File: config.mk
export PLATFORM = sky130hd
export DESIGN_NAME = encoder_pulse_divider_output
export DESIGN_NICKNAME = d
export VERILOG_FILES = /design/src/logic/divider_pkg.sv /design/src/logic/index_stretch.sv /design/src/logic/encoder_pulse_divider_output.sv
export VERILOG_INCLUDE_DIRS = /design/src /design/src/logic
export SDC_FILE = /design/constraint.sdc
export NUM_CORES = 1
export LEC_CHECK = 0
export BUFFER_PORTS_ARGS = -buffer_cell sky130_fd_sc_hd__buf_2
export CAP_MARGIN = 10
export CORE_ASPECT_RATIO = 0.7
export CORE_MARGIN = 2
export CORE_UTILIZATION = 54
export CTS_CLUSTER_DIAMETER = 200
export CTS_CLUSTER_SIZE = 14
export DETAILED_ROUTE_END_ITERATION = 7
export GPL_ROUTABILITY_DRIVEN = 0
export PLACE_DENSITY = 0.74
export REMOVE_ABC_BUFFERS = 1
export SYNTH_ARGS = -nofsm -noshare
export SYNTH_HDL_FRONTEND = slang
export SYNTH_SLANG_ARGS = --single-unit
export TNS_END_PERCENT = 50
File: constraint.sdc
create_clock -name MCLK -period 3.53 [get_ports MCLK]
set_input_delay 0.5295 -clock MCLK [delete_from_list [all_inputs] [get_ports MCLK]]
set_output_delay 0.5295 -clock MCLK [all_outputs]
set_load 0.02 [all_outputs]
File: src/logic/divider_defines.svh
/*
 Offsets, field positions, reset values and timing counts for the encoder
 pulse divider output. Assumes a 40 MHz core clock and a 32-bit AXI4-Lite bus.
*/
`ifndef DIVIDER_DEFINES_SVH
`define DIVIDER_DEFINES_SVH

// Register indices; byte address is four times the index
`define IDX_PHASE_POLARITY 16'h2542
`define IDX_INDEX_WIDTH 16'h2543
`define IDX_SOURCE_SELECT 16'h2544
`define ADDR_PHASE_POLARITY 16'h9508
`define ADDR_INDEX_WIDTH 16'h950c
`define ADDR_SOURCE_SELECT 16'h9510
`define ADDR_DIVIDE_RATIO 16'h9600
`define ADDR_RESTART 16'h9604
`define ADDR_STATUS 16'h9608

// Reset values
`define RST_PHASE_POLARITY 16'h0000
`define RST_INDEX_WIDTH 16'h0000
`define RST_SOURCE_SELECT 16'h0000
`define RST_DIVIDE_RATIO 16'h0001

// Ranges and fields
`define POL_INDEX_BIT 0
`define POL_A_BIT 1
`define POL_B_BIT 2
`define POLARITY_MAX 16'h0007
`define INDEX_WIDTH_MAX 16'h01f4
`define SOURCE_MAX 16'h0004
`define RESTART_BIT 0

// Timing
`define CLK_PERIOD_NS 25
`define US_IN_NS 1000
`define CYCLES_PER_US ((`US_IN_NS + `CLK_PERIOD_NS - 1) / `CLK_PERIOD_NS)

// Bus responses
`define RESP_OKAY 2'b00
`define RESP_SLVERR 2'b10

`endif

File: src/logic/divider_pkg.sv
/*
 Types shared by the encoder pulse divider output.
 Assumes divider_defines.svh supplies the numeric constants.
*/
package divider_pkg;

	typedef enum logic [2:0] {
		SRC_MOTOR_ENCODER,
		SRC_EXTERNAL_ENCODER,
		SRC_RESERVED,
		SRC_COMMAND_RELAY,
		SRC_DISABLED
	} source_t;

	typedef enum logic [1:0] {
		DIR_NONE,
		DIR_UP,
		DIR_DOWN
	} step_t;

endpackage

File: src/logic/index_stretch.sv
/*
 Index pulse shaper: holds the pulse for one A/B cycle plus an extra time.
 Assumes trigger is a one-cycle pulse on the core clock.
*/
`timescale 1ns/1ps
`include "divider_defines.svh"

module index_stretch (
	// Clock and reset
	input wire logic clk,
	input wire logic nrst,
	// Control
	input wire logic trigger,
	input wire logic [23:0] cycle_len,
	input wire logic [8:0] extra_us,
	// Result
	output logic pulse
);
	logic [24:0] remaining;
	logic [24:0] extra_cycles;

	assign extra_cycles = 25'(extra_us) * 25'(`CYCLES_PER_US);

	always_ff @(posedge clk or negedge nrst) begin
		if (!nrst) begin
			remaining <= 25'h0000000;
		end else if (trigger) begin
			// One A/B cycle, at least one clock, plus the extension
			remaining <= ((cycle_len == 24'h000000) ? 25'h0000001 : 25'(cycle_len)) + extra_cycles;
		end else if (remaining != 25'h0000000) begin
			remaining <= remaining - 25'h0000001;
		end
	end

	always_ff @(posedge clk or negedge nrst) begin
		if (!nrst) begin
			pulse <= 1'b0;
		end else begin
			pulse <= trigger || (remaining > 25'h0000001);
		end
	end
endmodule

File: src/logic/encoder_pulse_divider_output.sv
/*
 Encoder pulse divider output: selects a quadrature source, divides it,
 drives A/B/Z or position-comparison levels, with an AXI4-Lite register file.
 Assumes source pins are asynchronous and comparison inputs are on MCLK.
*/
// Implementation choice: the AXI4-Lite register port.
`timescale 1ns/1ps
`include "divider_defines.svh"

module encoder_pulse_divider_output (
	// Clock and reset
	input wire logic MCLK,
	input wire logic NRST,
	// AXI4-Lite write
	input wire logic [15:0] AWADDR,
	input wire logic AWVALID,
	output logic AWREADY,
	input wire logic [31:0] WDATA,
	input wire logic [3:0] WSTRB,
	input wire logic WVALID,
	output logic WREADY,
	output logic [1:0] BRESP,
	output logic BVALID,
	input wire logic BREADY,
	// AXI4-Lite read
	input wire logic [15:0] ARADDR,
	input wire logic ARVALID,
	output logic ARREADY,
	output logic [31:0] RDATA,
	output logic [1:0] RRESP,
	output logic RVALID,
	input wire logic RREADY,
	// Quadrature sources: {Z,B,A} of motor, external, command pulses
	input wire logic [2:0] MOTOR_ABZ,
	input wire logic [2:0] EXT_ABZ,
	input wire logic [2:0] CMD_ABZ,
	// Position comparison from drive logic
	input wire logic CMP_SELECT,
	input wire logic CMP_A,
	input wire logic CMP_B,
	input wire logic CMP_Z,
	// Divider outputs
	output logic OUT_A,
	output logic OUT_B,
	output logic OUT_Z
);
	import divider_pkg::*;

	logic [15:0] phase_polarity;
	logic [15:0] index_width;
	logic [15:0] source_select;
	logic [15:0] divide_ratio;
	logic [2:0] act_polarity;
	logic [8:0] act_width;
	source_t act_source;
	logic [15:0] act_ratio;
	logic restart;
	logic [15:0] aw_addr;
	logic aw_held;
	logic [31:0] w_data;
	logic [3:0] w_strb;
	logic w_held;
	logic [8:0] sync1;
	logic [8:0] sync2;
	logic [2:0] sel_abz;
	logic [1:0] prev_ab;
	logic prev_z;
	step_t step;
	logic [15:0] acc_up;
	logic [15:0] acc_down;
	logic [1:0] quad;
	logic [23:0] period_cnt;
	logic [23:0] cycle_len;
	logic index_pulse;
	logic cmp_offered;
	logic next_a;
	logic next_b;
	logic next_z;
	logic [1:0] wr_resp;
	logic [31:0] rd_data;
	logic [1:0] rd_resp;

	// Input synchronisers, two stages per pin
	genvar g;
	generate
		for (g = 0; g < 9; g++) begin : gen_sync
			always_ff @(posedge MCLK or negedge NRST) begin
				if (!NRST) begin
					sync1[g] <= 1'b0;
					sync2[g] <= 1'b0;
				end else begin
					sync1[g] <= (g < 3) ? MOTOR_ABZ[g % 3] : (g < 6) ? EXT_ABZ[g % 3] : CMD_ABZ[g % 3];
					sync2[g] <= sync1[g];
				end
			end
		end
	endgenerate

	function automatic logic [15:0] merge(input logic [15:0] old, input logic [31:0] d, input logic [3:0] s);
		merge = {s[1] ? d[15:8] : old[15:8], s[0] ? d[7:0] : old[7:0]};
	endfunction

	// AXI write channel capture, either order
	always_ff @(posedge MCLK or negedge NRST) begin
		if (!NRST) begin
			aw_held <= 1'b0;
			aw_addr <= 16'h0000;
			w_held <= 1'b0;
			w_data <= 32'h00000000;
			w_strb <= 4'h0;
		end else begin
			if (AWVALID && AWREADY) begin
				aw_held <= 1'b1;
				aw_addr <= AWADDR;
			end else if (aw_held && w_held) begin
				aw_held <= 1'b0;
			end
			if (WVALID && WREADY) begin
				w_held <= 1'b1;
				w_data <= WDATA;
				w_strb <= WSTRB;
			end else if (aw_held && w_held) begin
				w_held <= 1'b0;
			end
		end
	end

	always_ff @(posedge MCLK or negedge NRST) begin
		if (!NRST) begin
			AWREADY <= 1'b0;
			WREADY <= 1'b0;
		end else begin
			AWREADY <= !aw_held && !(AWVALID && AWREADY) && !BVALID;
			WREADY <= !w_held && !(WVALID && WREADY) && !BVALID;
		end
	end

	// Register writes; out-of-range values are refused
	always_comb begin
		wr_resp = `RESP_OKAY;
		case (aw_addr)
			`ADDR_PHASE_POLARITY: wr_resp = (merge(phase_polarity, w_data, w_strb) > `POLARITY_MAX) ? `RESP_SLVERR : `RESP_OKAY;
			`ADDR_INDEX_WIDTH: wr_resp = (merge(index_width, w_data, w_strb) > `INDEX_WIDTH_MAX) ? `RESP_SLVERR : `RESP_OKAY;
			`ADDR_SOURCE_SELECT: wr_resp = (merge(source_select, w_data, w_strb) > `SOURCE_MAX) ? `RESP_SLVERR : `RESP_OKAY;
			`ADDR_DIVIDE_RATIO, `ADDR_RESTART: wr_resp = `RESP_OKAY;
			default: wr_resp = `RESP_SLVERR;
		endcase
	end

	always_ff @(posedge MCLK or negedge NRST) begin
		if (!NRST) begin
			phase_polarity <= `RST_PHASE_POLARITY;
			index_width <= `RST_INDEX_WIDTH;
			source_select <= `RST_SOURCE_SELECT;
			divide_ratio <= `RST_DIVIDE_RATIO;
			restart <= 1'b0;
			BVALID <= 1'b0;
			BRESP <= `RESP_OKAY;
		end else begin
			restart <= 1'b0;
			if (aw_held && w_held) begin
				BVALID <= 1'b1;
				BRESP <= wr_resp;
				if (wr_resp == `RESP_OKAY) begin
					case (aw_addr)
						`ADDR_PHASE_POLARITY: phase_polarity <= merge(phase_polarity, w_data, w_strb);
						`ADDR_INDEX_WIDTH: index_width <= merge(index_width, w_data, w_strb);
						`ADDR_SOURCE_SELECT: source_select <= merge(source_select, w_data, w_strb);
						`ADDR_DIVIDE_RATIO: divide_ratio <= merge(divide_ratio, w_data, w_strb);
						`ADDR_RESTART: restart <= w_strb[0] && w_data[`RESTART_BIT];
						default: restart <= 1'b0;
					endcase
				end
			end else if (BVALID && BREADY) begin
				BVALID <= 1'b0;
			end
		end
	end

	// Working settings, loaded only at reset or restart
	always_ff @(posedge MCLK or negedge NRST) begin
		if (!NRST) begin
			act_polarity <= 3'(`RST_PHASE_POLARITY);
			act_width <= 9'(`RST_INDEX_WIDTH);
			act_source <= SRC_MOTOR_ENCODER;
			act_ratio <= `RST_DIVIDE_RATIO;
		end else if (restart) begin
			act_polarity <= phase_polarity[2:0];
			act_width <= index_width[8:0];
			act_source <= source_t'(source_select[2:0]);
			act_ratio <= (divide_ratio == 16'h0000) ? 16'h0001 : divide_ratio;
		end
	end

	// AXI read
	always_comb begin
		rd_data = 32'h00000000;
		rd_resp = `RESP_OKAY;
		case (ARADDR)
			`ADDR_PHASE_POLARITY: rd_data = {16'h0000, phase_polarity};
			`ADDR_INDEX_WIDTH: rd_data = {16'h0000, index_width};
			`ADDR_SOURCE_SELECT: rd_data = {16'h0000, source_select};
			`ADDR_DIVIDE_RATIO: rd_data = {16'h0000, divide_ratio};
			`ADDR_RESTART: rd_data = 32'h00000000;
			`ADDR_STATUS: rd_data = {21'h000000, OUT_Z, OUT_B, OUT_A, cmp_offered, act_source, 1'b0, act_polarity};
			default: rd_resp = `RESP_SLVERR;
		endcase
	end

	always_ff @(posedge MCLK or negedge NRST) begin
		if (!NRST) begin
			ARREADY <= 1'b0;
			RVALID <= 1'b0;
			RDATA <= 32'h00000000;
			RRESP <= `RESP_OKAY;
		end else begin
			ARREADY <= !RVALID && !(ARVALID && ARREADY);
			if (ARVALID && ARREADY) begin
				RVALID <= 1'b1;
				RDATA <= rd_data;
				RRESP <= rd_resp;
			end else if (RVALID && RREADY) begin
				RVALID <= 1'b0;
			end
		end
	end

	// Source selection and quadrature step decode
	always_comb begin
		case (act_source)
			SRC_MOTOR_ENCODER: sel_abz = sync2[2:0];
			SRC_EXTERNAL_ENCODER: sel_abz = sync2[5:3];
			SRC_COMMAND_RELAY: sel_abz = sync2[8:6];
			default: sel_abz = 3'b000;
		endcase
		case ({prev_ab, sel_abz[1:0]})
			4'b0001, 4'b0111, 4'b1110, 4'b1000: step = DIR_UP;
			4'b0010, 4'b1011, 4'b1101, 4'b0100: step = DIR_DOWN;
			default: step = DIR_NONE;
		endcase
	end

	always_ff @(posedge MCLK or negedge NRST) begin
		if (!NRST) begin
			prev_ab <= 2'b00;
			prev_z <= 1'b0;
		end else begin
			prev_ab <= sel_abz[1:0];
			prev_z <= sel_abz[2];
		end
	end

	// Divider: one output step per act_ratio input steps
	always_ff @(posedge MCLK or negedge NRST) begin
		if (!NRST) begin
			acc_up <= 16'h0000;
			acc_down <= 16'h0000;
			quad <= 2'b00;
		end else if (restart) begin
			acc_up <= 16'h0000;
			acc_down <= 16'h0000;
		end else if (step == DIR_UP) begin
			acc_down <= 16'h0000;
			if (acc_up + 16'h0001 >= act_ratio) begin
				acc_up <= 16'h0000;
				quad <= quad + 2'b01;
			end else begin
				acc_up <= acc_up + 16'h0001;
			end
		end else if (step == DIR_DOWN) begin
			acc_up <= 16'h0000;
			if (acc_down + 16'h0001 >= act_ratio) begin
				acc_down <= 16'h0000;
				quad <= quad - 2'b01;
			end else begin
				acc_down <= acc_down + 16'h0001;
			end
		end
	end

	// Measure the output A/B cycle between rising edges of A
	always_ff @(posedge MCLK or negedge NRST) begin
		if (!NRST) begin
			period_cnt <= 24'h000000;
			cycle_len <= 24'h000000;
		end else if (next_a && !OUT_A && !cmp_offered) begin
			period_cnt <= 24'h000001;
			cycle_len <= period_cnt;
		end else if (period_cnt != 24'hffffff) begin
			period_cnt <= period_cnt + 24'h000001;
		end
	end

	index_stretch u_index (
		.clk(MCLK),
		.nrst(NRST),
		.trigger(sel_abz[2] && !prev_z),
		.cycle_len(cycle_len),
		.extra_us(act_width),
		.pulse(index_pulse)
	);

	// Output selection
	assign cmp_offered = CMP_SELECT && (act_source == SRC_MOTOR_ENCODER || act_source == SRC_EXTERNAL_ENCODER);

	always_comb begin
		next_a = quad[0] ^ quad[1];
		next_b = quad[1];
		next_z = index_pulse ^ act_polarity[`POL_INDEX_BIT];
		if (act_source == SRC_DISABLED || act_source == SRC_RESERVED) begin
			next_a = 1'b0;
			next_b = 1'b0;
			next_z = 1'b0;
		end else if (cmp_offered) begin
			next_a = CMP_A ^ act_polarity[`POL_A_BIT];
			next_b = CMP_B ^ act_polarity[`POL_B_BIT];
			next_z = CMP_Z ^ act_polarity[`POL_INDEX_BIT];
		end
	end

	always_ff @(posedge MCLK or negedge NRST) begin
		if (!NRST) begin
			OUT_A <= 1'b0;
			OUT_B <= 1'b0;
			OUT_Z <= 1'b0;
		end else begin
			OUT_A <= next_a;
			OUT_B <= next_b;
			OUT_Z <= next_z;
		end
	end
endmodule

==> flow_metrics.py, run 1 <==
metrics = {
    "outcome": {
        "status": "finished, violations left",
        "violations": "setup timing",
    },
    "placement": {
        "portBuffers": 95,
        "dpl.hpwl_um": 26300,
    },
    "sta": {
        "rsz0062_at_grt": "yes",
        "slew_headroom": 0.322,
        "skew_ns": 0.0337,
        "fmax_mhz": 282,
        "final_hold_viol_count": 0,
        "fin_ws_ns": -0.0158,
        "slew_viol_final": 0,
        "fin_crit_sh": 1.00,
        "worstMarginPinSlew_ns": 1.01,
        "setup_viol": 3,
        "finalCriticalPeriod_ns": 3.55,
    },
    "global_routing": {
        "grt_pass1_vias": 10980,
        "grt_antenna_before_repair": 0,
        "grt_overflow": 0,
        "track_usage": 0.254,
        "grt_first_pass_wirelength_um": 59000,
        "grt_max_degree": 99,
    },
    "power": {
        "ir_drop_mv": 0.488,
        "p_leak_nw": 7.86,
        "p_per_area_nw_per_um2": 508,
        "total_power_mw": 8.61,
    },
    "setup_path": {
        "critPathBufInv": 3,
        "timing.rr.start": "act_width[2]",
        "end_kind": "flip-flop",
        "crit_fanout": 7,
        "path_depth": 16,
        "start_kind": "flip-flop",
        "critical_path_class": "flip-flop to flip-flop",
        "rrSetupSlack_ns": -0.02,
        "cp.arrival_ns": 3.94,
        "worstPathRequired_ns": 3.93,
        "crit_end": "u_index.remaining[20]",
        "cp_top_family": "compound AO/OA/AOI/OAI gates",
        "r2r-end": "u_index.remaining[20]",
        "crit_chain": "buf_6, ha_2, ha_2, fa_2, a21o_1, a21oi_2, buf_4, xnor2_1, ha_1, buf_4, a21o_1, a2111o_1, a21oi_2, nor2_4, a311oi_2, a311oi_1",
        "crit_path_start": "act_width[2]",
        "worst_r2r_path_depth": 16,
        "slowest_delay_ns": 0.43,
        "cp_slowest_cell": "dfrtp_1",
    },
    "yosys": {
        "yosysTopAreaCell": "dfrtp_1",
        "async_flop_share": 1.00,
        "synth_top_area_frac": 0.478,
        "synth_edf_count": 0,
        "ys_types": 77,
        "synth.cell_area_um2": 14900,
        "yosysSeqAreaShare": 0.481,
        "yosys_register_bits": 287,
        "yosysWarnings": 0,
        "synth_area_per_cell_um2": 10.5,
        "synth_ff_type": "dfrtp_1",
        "synth.area.top_cells": "dfrtp_1 (48%), mux2_2 (7.8%), ha_1 (5.4%)",
        "netlist_instances": 1416,
    },
    "clock_tree": {
        "htree_levels": 1,
        "clkTransAtPathRegs_ns": 0.07,
        "cts_sinks": 287,
        "cts_made_buffers": 24,
        "cts_tree": "yes",
        "cts_root_buf": "clkbuf_16",
        "clkLatencyLatePin_ns": 0.56,
        "cts.path.max_buffers": 3,
    },
    "route": {
        "via_count": 11404,
        "viasPerCell": 5.97,
        "avgRoutedWirePerCell_um": 19.1,
        "drt_iter0_markers": 892,
        "drtAntennaViolNets": 0,
        "firstDrtPassIters": 5,
        "drc": 0,
        "routed_wirelength_um": 36400,
    },
    "layout": {
        "syn_to_final_growth_pct": 13.6,
        "diodes": 0,
        "multi_input_area_um2": 7490,
        "area.sequential_um2": 7190,
        "finalNetCount": 1694,
        "n_fill_cell": 2165,
        "utilization": 0.629,
        "layout-drive-gt1-share": 0.220,
    },
    "floorplan": {
        "die_h_um": 143,
        "start_util": 0.554,
        "placementRows": 50,
        "dieArea_um2": 29000,
        "die_x_um": 203,
        "io_pins": 132,
        "coreArea_um2": 27000,
    },
    "job": {
        "drv_cap": 0,
    },
    "worst_hold_path": {
        "min_path_type": "input pin to asynchronous set/reset pin",
    },
}
[report_power, final]
group | internal, mW | leakage, nW | switching [mW]
Clock | 1.24 | 0.319 | 1.19
Sequential | 3.77 | 3.78 | 0.578
Combinational | 0.802 | 3.76 | 1.03
Total | 5.81 | 7.86 | 2.80
[registers in the layout, summed over array words and instances (netlist names), 2 cells and up]
register / count
act_ratio: 16
sync1: 9
acc_up: 16
index_width: 16
period_cnt: 24
u_index.remaining: 25
act_width: 9
RDATA: 16
act_polarity: 3
quad: 2
acc_down: 16
divide_ratio: 16
w_strb: 2
cycle_len: 24
act_source: 3
aw_addr: 16
sync2: 9
w_data: 16
phase_polarity: 16
prev_ab: 2
source_select: 16
[Yosys cell counts, types with 18 or more instances]
cell type	number
xor2_1	42
dfrtp_1	285
nor4_1	31
buf_4	18
nor3_1	28
nand4_1	20
a21oi_1	49
mux2i_1	28
and2_1	26
and3_1	19
inv_1	36
mux2_2	104
o21ai_0	63
clkbuf_1	55
nor2_1	115
ha_1	65
xnor2_1	50
nand2_1	102
nand3_1	41
[kinds of logic after synthesis]
| family | count (synthesis) | synth area share |
|---|---|---|
| XOR/XNOR | 92 | 0.0540 |
| buffers and inverters | 118 | 0.0349 |
| AO/OA/AOI/OAI | 265 | 0.119 |
| other | 1 | 0.000251 |
| adder cells (fa/ha/maj) | 67 | 0.0572 |
| multiplexers | 132 | 0.0972 |
| flip-flops | 287 | 0.481 |
| AND/OR/NAND/NOR | 454 | 0.157 |
[layer usage]
layer / part of all wire / up-vias / GRT usage
met5: 0 / - / 0
met4: 0.017 / 0 / 0.0503
met3: 0.072 / 48 / 0.0475
met2: 0.43 / 379 / 0.375
met1: 0.48 / 5643 / 0.392
li1: - / 5334 / -
[layout make-up]
class | instances | share of cell area
clock buffer | 30 | 0.0367
timing repair buffer | 162 | 0.0612
sequential | 287 | 0.424
multi-input combinational | 1028 | 0.441
inverter | 36 | 0.00797
tap | 364 | 0.0269
clock inverter | 2 | 0.00229
[worst min-delay path by stage]
stage	start	to	cells past startpoint
final	NRST	w_data[13]	1
after global routing	CMD_ABZ[2]	sync1[8]	1
after CTS	NRST	act_polarity[1]	1
after detailed placement	sync1[2]	sync2[2]	0
after global placement	sync1[5]	sync2[5]	0
after floorplan	NRST	ARREADY	0
[timing repair]
action	CTS	global route
setup buffers	1	4
cloned	0	2
pin swaps	9	6
endpoints found under the setup margin	16	30
resized for setup	15	24
hold buffers	0	0
[stage by stage]
stage	worst slack, ns	TNS, ns	std cells	area [µm²]	hold WS, ns
after floorplan	-1.91	-100.68	1351	14600	0.234
after global placement	-0.138	-0.736	1870	16100	0.334
after detailed placement	-0.250	-1.20	1870	16100	0.335
after CTS	-0.00231	-0.00231	1903	16800	0.0323
after global routing	-0.214	-1.78	1909	17000	0.0497
final	-0.0158	-0.0405	1909	17000	0.0202
[layout by cell type (no fill, tap or decap), types with 28 or more instances in the layout]
cell and instances:
xor2_1 42, dfrtp_1 284, mux2i_1 28, ha_1 58, nand2_1 102, nand3_1 41
o21ai_0 62, xnor2_1 50, buf_4 61, mux2_2 104, buf_2 94, nor4_1 29
nor2_1 114, a21oi_1 45, inv_1 36
Power figures use the tool's default switching activity.
==> run 2, diff against run 1 <==
--- a/config.mk
+++ b/config.mk
@@ -15,6 +15,7 @@
 export CTS_CLUSTER_SIZE = 14
 export DETAILED_ROUTE_END_ITERATION = 7
 export GPL_ROUTABILITY_DRIVEN = 0
+export GPL_TIMING_DRIVEN = 0
 export PLACE_DENSITY = 0.74
 export REMOVE_ABC_BUFFERS = 1
 export SYNTH_ARGS = -nofsm -noshare
==> run 2 against run 1 <==
Effect of this change: register-to-register slack got worse by 0.07 ns; core utilization grew 0.38 points; via count shrank 1.5%; clock-buffer cell count rose by 3; clock power about the same; critical endpoint unchanged; hold slack got worse by 0.032 ns; non-clock buffer count shrank 22; global-route usage decreased by 0.89 points; critical path depth fell by 1; largest power group unchanged; the run ends with hold timing, setup timing left.
==> flow_metrics.py, run 2 (synthesis results as in run 1) <==
metrics = {
    "outcome": {
        "status": "finished, violations left",
        "violations": "hold timing, setup timing",
    },
    "setup_path": {
        "timing.rr.start": "act_width[3]",
        "crit_chain": "ha_4, ha_4, fa_2, a21o_1, a21oi_2, o21bai_1, a21oi_2, nor2b_1, o21a_1, ha_4, a2111o_1, a21oi_4, nor2_4, a311oi_2, a311oi_1",
        "start_kind": "flip-flop",
        "critPathBufInv": 0,
        "slowest_delay_ns": 0.45,
        "worst_r2r_path_depth": 15,
        "worstPathRequired_ns": 3.91,
        "end_kind": "flip-flop",
        "rrSetupSlack_ns": -0.08,
        "cp_top_family": "compound AO/OA/AOI/OAI gates",
        "cp.arrival_ns": 3.99,
        "r2r-end": "u_index.remaining[20]",
        "crit_path_start": "act_width[3]",
        "cp_slowest_cell": "dfrtp_2",
        "crit_fanout": 7,
        "critical_path_class": "flip-flop to flip-flop",
        "critical_path.most_common_cell": "ha_4",
    },
    "placement": {
        "dp.cells": 1823,
        "dpl.hpwl_um": 25100,
        "portBuffers": 95,
        "dp_worst_setup_slack_ns": -0.733,
    },
    "route": {
        "drc": 0,
        "avgRoutedWirePerCell_um": 19.0,
        "via_count": 11237,
        "drtAntennaViolNets": 0,
        "drt_iter0_markers": 872,
        "viasPerCell": 5.95,
        "firstDrtPassIters": 5,
        "routed_wirelength_um": 35900,
    },
    "floorplan": {
        "die_x_um": 203,
        "dieArea_um2": 29000,
        "io_pins": 132,
        "start_util": 0.554,
        "placementRows": 50,
        "die_h_um": 143,
        "coreArea_um2": 27000,
    },
    "power": {
        "ir_drop_mv": 0.445,
        "combPwrFrac": 0.216,
        "p_per_area_nw_per_um2": 505,
        "p_leak_nw": 7.80,
        "p_seq_frac": 0.501,
        "swShare": 0.323,
        "power_frac_clock": 0.283,
        "p_switching_mw": 2.78,
        "p_int_mw": 5.84,
    },
    "global_routing": {
        "grt_antenna_before_repair": 0,
        "grt_pass1_vias": 10592,
        "track_usage": 0.245,
        "grt_first_pass_wirelength_um": 56900,
        "grt_max_degree": 120,
        "grt_overflow": 0,
    },
    "layout": {
        "final_cell_mix": "dfrtp_1 (280), nor2_1 (109), mux2_2 (104)",
        "diodes": 0,
        "layout-drive-gt1-share": 0.232,
        "largest_reg_flops": 25,
        "utilization": 0.633,
        "syn_to_final_growth_pct": 14.3,
        "mostFrequentLayoutCell": "dfrtp_1",
        "top_regs": "u_index.remaining x25, cycle_len x24, period_cnt x24",
        "top_register": "u_index.remaining",
        "finalNetCount": 1672,
        "instances_no_fill": 1890,
    },
    "sta": {
        "slew_headroom": 0.277,
        "fmax_mhz": 277,
        "slew_viol_final": 0,
        "finalCriticalPeriod_ns": 3.61,
        "holdWs_ns": -0.0118,
        "skew_ns": 0.0131,
        "final.setup.tns_ns": -0.207,
        "worstMarginPinSlew_ns": 1.08,
        "final_hold_viol_count": 32,
        "rsz0062_at_grt": "yes",
        "setup_viol": 4,
        "fin_crit_sh": 1.02,
        "fin_ws_ns": -0.0814,
    },
    "clock_tree": {
        "htree_levels": 1,
        "cts_hold_buf": 0,
        "cts_made_buffers": 24,
        "cts_tree": "yes",
        "clkLatencyLatePin_ns": 0.54,
        "cts.path.max_buffers": 3,
        "cts_sinks": 287,
        "clkTransAtPathRegs_ns": 0.07,
        "cts_root_buf": "clkbuf_16",
    },
    "worst_hold_path": {
        "min_path_type": "input pin to asynchronous set/reset pin",
    },
    "job": {
        "drv_cap": 0,
    },
}
-- run 2: changes by cell type in the layout (fill, tap and decap cells not counted), moves of 4 or more --
cell / delta
ha_4: +6
dfrtp_2: +4
buf_4: -25
nor2_1: -5
nand3_1: -5
dfrtp_1: -4
buf_6: +4
ha_1: -7
-- run 2: metal layers --
metal	up-vias	global-route usage	part of all wire
li1	5288	-	-
met1	5565	0.387	0.49
met2	334	0.346	0.42
met3	50	0.0440	0.062
met4	0	0.0619	0.020
met5	-	0	0
-- run 2: cell type report --
type / count / area [µm²]
inverters: 36 / 135
flip-flops and latches: 287 / 7190
well taps: 364 / 455
fillers: 2121 / 9900
clock buffers: 33 / 634
clock inverters: 2 / 25.0
repair buffers: 140 / 890
multi-input cells: 1028 / 7730
-- run 2: worst max-delay path by stage --
stage | endpoint | slack, ns | cells past startpoint
5_1_grt | u_index.remaining[20] | -0.17 | 15
4_1_cts | u_index.remaining[20] | -0.004 | 15
3_3_place_gp | cycle_len[1] | -4.21 | 4
3_5_place_dp | acc_down[9] | -0.73 | 14
2_1_floorplan | cycle_len[0] | -1.91 | 4
6_report | u_index.remaining[20] | -0.08 | 15
-- run 2: repair_timing --
| item | CTS | global route |
|---|---|---|
| endpoints found under the setup margin | 45 | 58 |
| pin swaps | 13 | 34 |
| resized for setup | 37 | 46 |
| cloned | 0 | 1 |
| buffers inserted | 14 | 17 |
-- run 2: worst register-to-register path: stages, from the launching register on --
cell and delay, ns:
dfrtp_2 0.45, ha_4 0.26, ha_4 0.16, fa_2 0.39, a21o_1 0.18, a21oi_2 0.18
o21bai_1 0.12, a21oi_2 0.21, nor2b_1 0.07, o21a_1 0.22, ha_4 0.18, a2111o_1 0.43
a21oi_4 0.18, nor2_4 0.08, a311oi_2 0.26, a311oi_1 0.07
-- run 2: power by group through the flow --
stage	Clock (mW)	Sequential, mW	Combinational, mW
finish	2.44	4.32	1.86
global route	2.59	4.38	2.06
CTS	2.47	4.30	1.84
detailed placement	0	4.36	1.82
global placement	0	4.33	1.74
floorplan	0	4.26	1.21
-- run 2: through the flow --
step / cell area, µm² / power (mW)
3_3_place_gp: 15500 / 6.07
2_1_floorplan: 14600 / 5.47
6_report: 17100 / 8.62
4_1_cts: 16700 / 8.62
3_5_place_dp: 15700 / 6.18
5_1_grt: 17100 / 9.04
==> run 3, diff against run 2 <==
--- a/config.mk
+++ b/config.mk
@@ -6,17 +6,18 @@
 export SDC_FILE = /design/constraint.sdc
 export NUM_CORES = 1
 export LEC_CHECK = 0
+export ABC_AREA = 1
 export BUFFER_PORTS_ARGS = -buffer_cell sky130_fd_sc_hd__buf_2
 export CAP_MARGIN = 10
 export CORE_ASPECT_RATIO = 0.7
 export CORE_MARGIN = 2
-export CORE_UTILIZATION = 54
+export CORE_UTILIZATION = 55
 export CTS_CLUSTER_DIAMETER = 200
 export CTS_CLUSTER_SIZE = 14
 export DETAILED_ROUTE_END_ITERATION = 7
 export GPL_ROUTABILITY_DRIVEN = 0
 export GPL_TIMING_DRIVEN = 0
-export PLACE_DENSITY = 0.74
+export PLACE_DENSITY = 0.75
 export REMOVE_ABC_BUFFERS = 1
 export SYNTH_ARGS = -nofsm -noshare
 export SYNTH_HDL_FRONTEND = slang
==> run 3 against run 2 <==
Effect of this change: the run now ends clean; design area up 2.7%; final cell count up 32%; clock skew up 0.0027 ns; highest routed layer unchanged.
==> flow_metrics.py, run 3 <==
metrics = {
    "setup_path": {
        "crit_path_start": "act_width[1]",
        "start_kind": "flip-flop",
        "crit_chain": "ha_1, ha_1, fa_2, nand3_1, nand3_2, a21oi_2, o21ai_1, xor2_1, ha_1, nand2_2, nor2_2, nand3_1, nand2_2, nand2_1, nand2_1, nand3_1, a21oi_1",
        "cp_slowest_cell": "dfrtp_2",
        "crit_fanout": 7,
        "slowest_delay_ns": 0.44,
        "worst_r2r_path_depth": 17,
        "critical_path_class": "flip-flop to flip-flop",
        "end_kind": "flip-flop",
        "cp.arrival_ns": 3.79,
        "worstPathRequired_ns": 3.98,
        "timing.rr.start": "act_width[1]",
    },
    "yosys": {
        "yosysTopAreaCell": "dfrtp_1",
        "synth.area.top_cells": "dfrtp_1 (45%), nand2_1 (12%), inv_1 (6.2%)",
        "yosysWarnings": 0,
        "synth_area_per_cell_um2": 7.83,
        "synth_top_area_frac": 0.449,
        "yosysSeqAreaShare": 0.452,
        "synth.cell_area_um2": 15900,
        "synth_ff_type": "dfrtp_1",
        "synth_edf_count": 0,
        "netlist_instances": 2030,
        "synth_common_cells": "nand2_1 (487), dfrtp_1 (285), inv_1 (261)",
        "synth_most_common_cell": "nand2_1",
        "async_flop_share": 1.00,
        "yosys_register_bits": 287,
        "ys_types": 53,
    },
    "route": {
        "routed_wirelength_um": 40400,
        "avgRoutedWirePerCell_um": 16.2,
        "drtAntennaViolNets": 0,
        "via_count": 13809,
        "viasPerCell": 5.54,
        "drt_iter0_markers": 1374,
        "drc": 0,
        "firstDrtPassIters": 5,
    },
    "clock_tree": {
        "cts_sinks": 287,
        "clkLatencyLatePin_ns": 0.53,
        "cts_made_buffers": 24,
        "cts_tree": "yes",
        "htree_levels": 1,
        "cts_root_buf": "clkbuf_16",
        "cts.path.max_buffers": 3,
        "clkTransAtPathRegs_ns": 0.07,
    },
    "floorplan": {
        "placementRows": 52,
        "die_h_um": 146,
        "die_x_um": 207,
        "io_pins": 132,
        "dieArea_um2": 30300,
        "coreArea_um2": 28600,
        "start_util": 0.555,
    },
    "layout": {
        "stdcell_area_um2": 17500,
        "mostFrequentLayoutCell": "nand2_1",
        "utilization": 0.612,
        "n_fill_cell": 2538,
        "diodes": 0,
        "final_cell_mix": "nand2_1 (483), dfrtp_1 (283), inv_1 (260)",
        "finalNetCount": 2263,
        "top_register": "u_index.remaining",
        "largest_reg_flops": 25,
        "instances_no_fill": 2494,
        "layout-drive-gt1-share": 0.114,
        "syn_to_final_growth_pct": 10.3,
        "top_regs": "u_index.remaining x25, cycle_len x24, period_cnt x24",
    },
    "placement": {
        "dp_worst_setup_slack_ns": -0.543,
        "dpl.hpwl_um": 29600,
        "dpl-instance-area_um2": 16600,
        "dp.cells": 2446,
        "portBuffers": 95,
    },
    "sta": {
        "skew_ns": 0.0158,
        "fin_ws_ns": 0.190,
        "fin_crit_sh": 0.946,
        "finalCriticalPeriod_ns": 3.34,
        "final.setup.tns_ns": 0,
        "slew_headroom": 0.222,
        "fmax_mhz": 299,
        "final_hold_viol_count": 0,
        "worstMarginPinSlew_ns": 1.16,
        "slew_viol_final": 0,
        "rsz0062_at_grt": "yes",
        "setup_viol": 0,
    },
    "power": {
        "ir_drop_mv": 0.524,
        "power_frac_clock": 0.271,
        "p_per_area_nw_per_um2": 520,
        "p_leak_nw": 8.88,
        "p_switching_mw": 3.24,
        "p_seq_frac": 0.464,
        "combPwrFrac": 0.265,
        "swShare": 0.356,
        "p_int_mw": 5.87,
    },
    "global_routing": {
        "grt_antenna_before_repair": 0,
        "track_usage": 0.266,
        "grt_pass1_vias": 12857,
        "grt_overflow": 0,
        "grt_first_pass_wirelength_um": 65900,
        "grt_max_degree": 119,
    },
    "worst_hold_path": {
        "min_path_type": "input pin to asynchronous set/reset pin",
    },
    "outcome": {
        "status": "complete, no violations",
    },
    "job": {
        "drv_cap": 0,
    },
}
-- run 3: kinds of logic after synthesis --
| kind of cell | count (synthesis) | synth area share |
|---|---|---|
| buffers and inverters | 358 | 0.0917 |
| multiplexers | 10 | 0.00701 |
| XOR/XNOR | 65 | 0.0358 |
| flip-flops | 287 | 0.452 |
| AO/OA/AOI/OAI | 310 | 0.104 |
| AND/OR/NAND/NOR | 932 | 0.255 |
| other | 1 | 0.000236 |
| adder cells (fa/ha/maj) | 67 | 0.0537 |
-- run 3: layout make-up --
class / count / area, µm² / area share
clock buffer: 33 / 656 / 0.0374
clock inverter: 1 / 8.76 / 0.000500
inverter: 279 / 1050 / 0.0601
multi-input combinational: 1402 / 7460 / 0.426
sequential: 287 / 7190 / 0.410
tap: 378 / 473 / 0.0270
timing repair buffer: 113 / 677 / 0.0386
timing repair inverter: 1 / 7.51 / 0.000428
-- run 3: final timing paths --
check | slack [ns] | to
max in group asynchronous | 2.08 | act_width[1]
hold / removal | 0.04 | acc_down[10]
min in group MCLK | 0.10 | sync1[8]
setup reg to reg | 0.19 | u_index.remaining[20]
hold reg to reg | 0.35 | sync2[5]
setup / recovery | 0.19 | u_index.remaining[20]
-- run 3: per-stage QoR --
stage	power (mW)	hold WS (ns)
6_report	9.11	0.0394
5_1_grt	9.67	0.0926
4_1_cts	9.08	0.0845
3_5_place_dp	6.60	0.336
3_3_place_gp	6.50	0.335
2_1_floorplan	5.80	0.234
-- run 3: critical path: cells and delay by family (launching register included) --
| family | cells | cell delay [ns] |
|---|---|---|
| XOR/XNOR | 1 | 0.16 |
| flip-flops | 1 | 0.44 |
| adder cells (fa/ha/maj) | 4 | 1.26 |
| AND/OR/NAND/NOR | 9 | 1.01 |
| AO/OA/AOI/OAI | 3 | 0.38 |
-- run 3: power groups by stage --
stage                     clock network [mW]  logic [mW]  registers, mW
after floorplan                            0        1.60           4.20
after global placement                     0        2.26           4.24
after detailed placement                   0        2.33           4.27
after CTS                               2.51        2.35           4.21
after global routing                    2.63        2.76           4.28
final                                   2.46        2.41           4.23
-- run 3: per-layer routing --
metal  GRT usage  vias to the layer above  share of wire
met5           0                        -              0
met4      0.0511                        0          0.018
met3      0.0518                       58          0.096
met2       0.374                      539           0.41
met1       0.425                     6520           0.48
li1            -                     6692              -
-- run 3: repair_timing --
item                       4_1_cts  5_1_grt
setup endpoints to repair       38       49
gates cloned                     0        1
pin swaps                        2       13
setup buffers                    5        8
hold buffers                     0        0
resized for setup                3       36
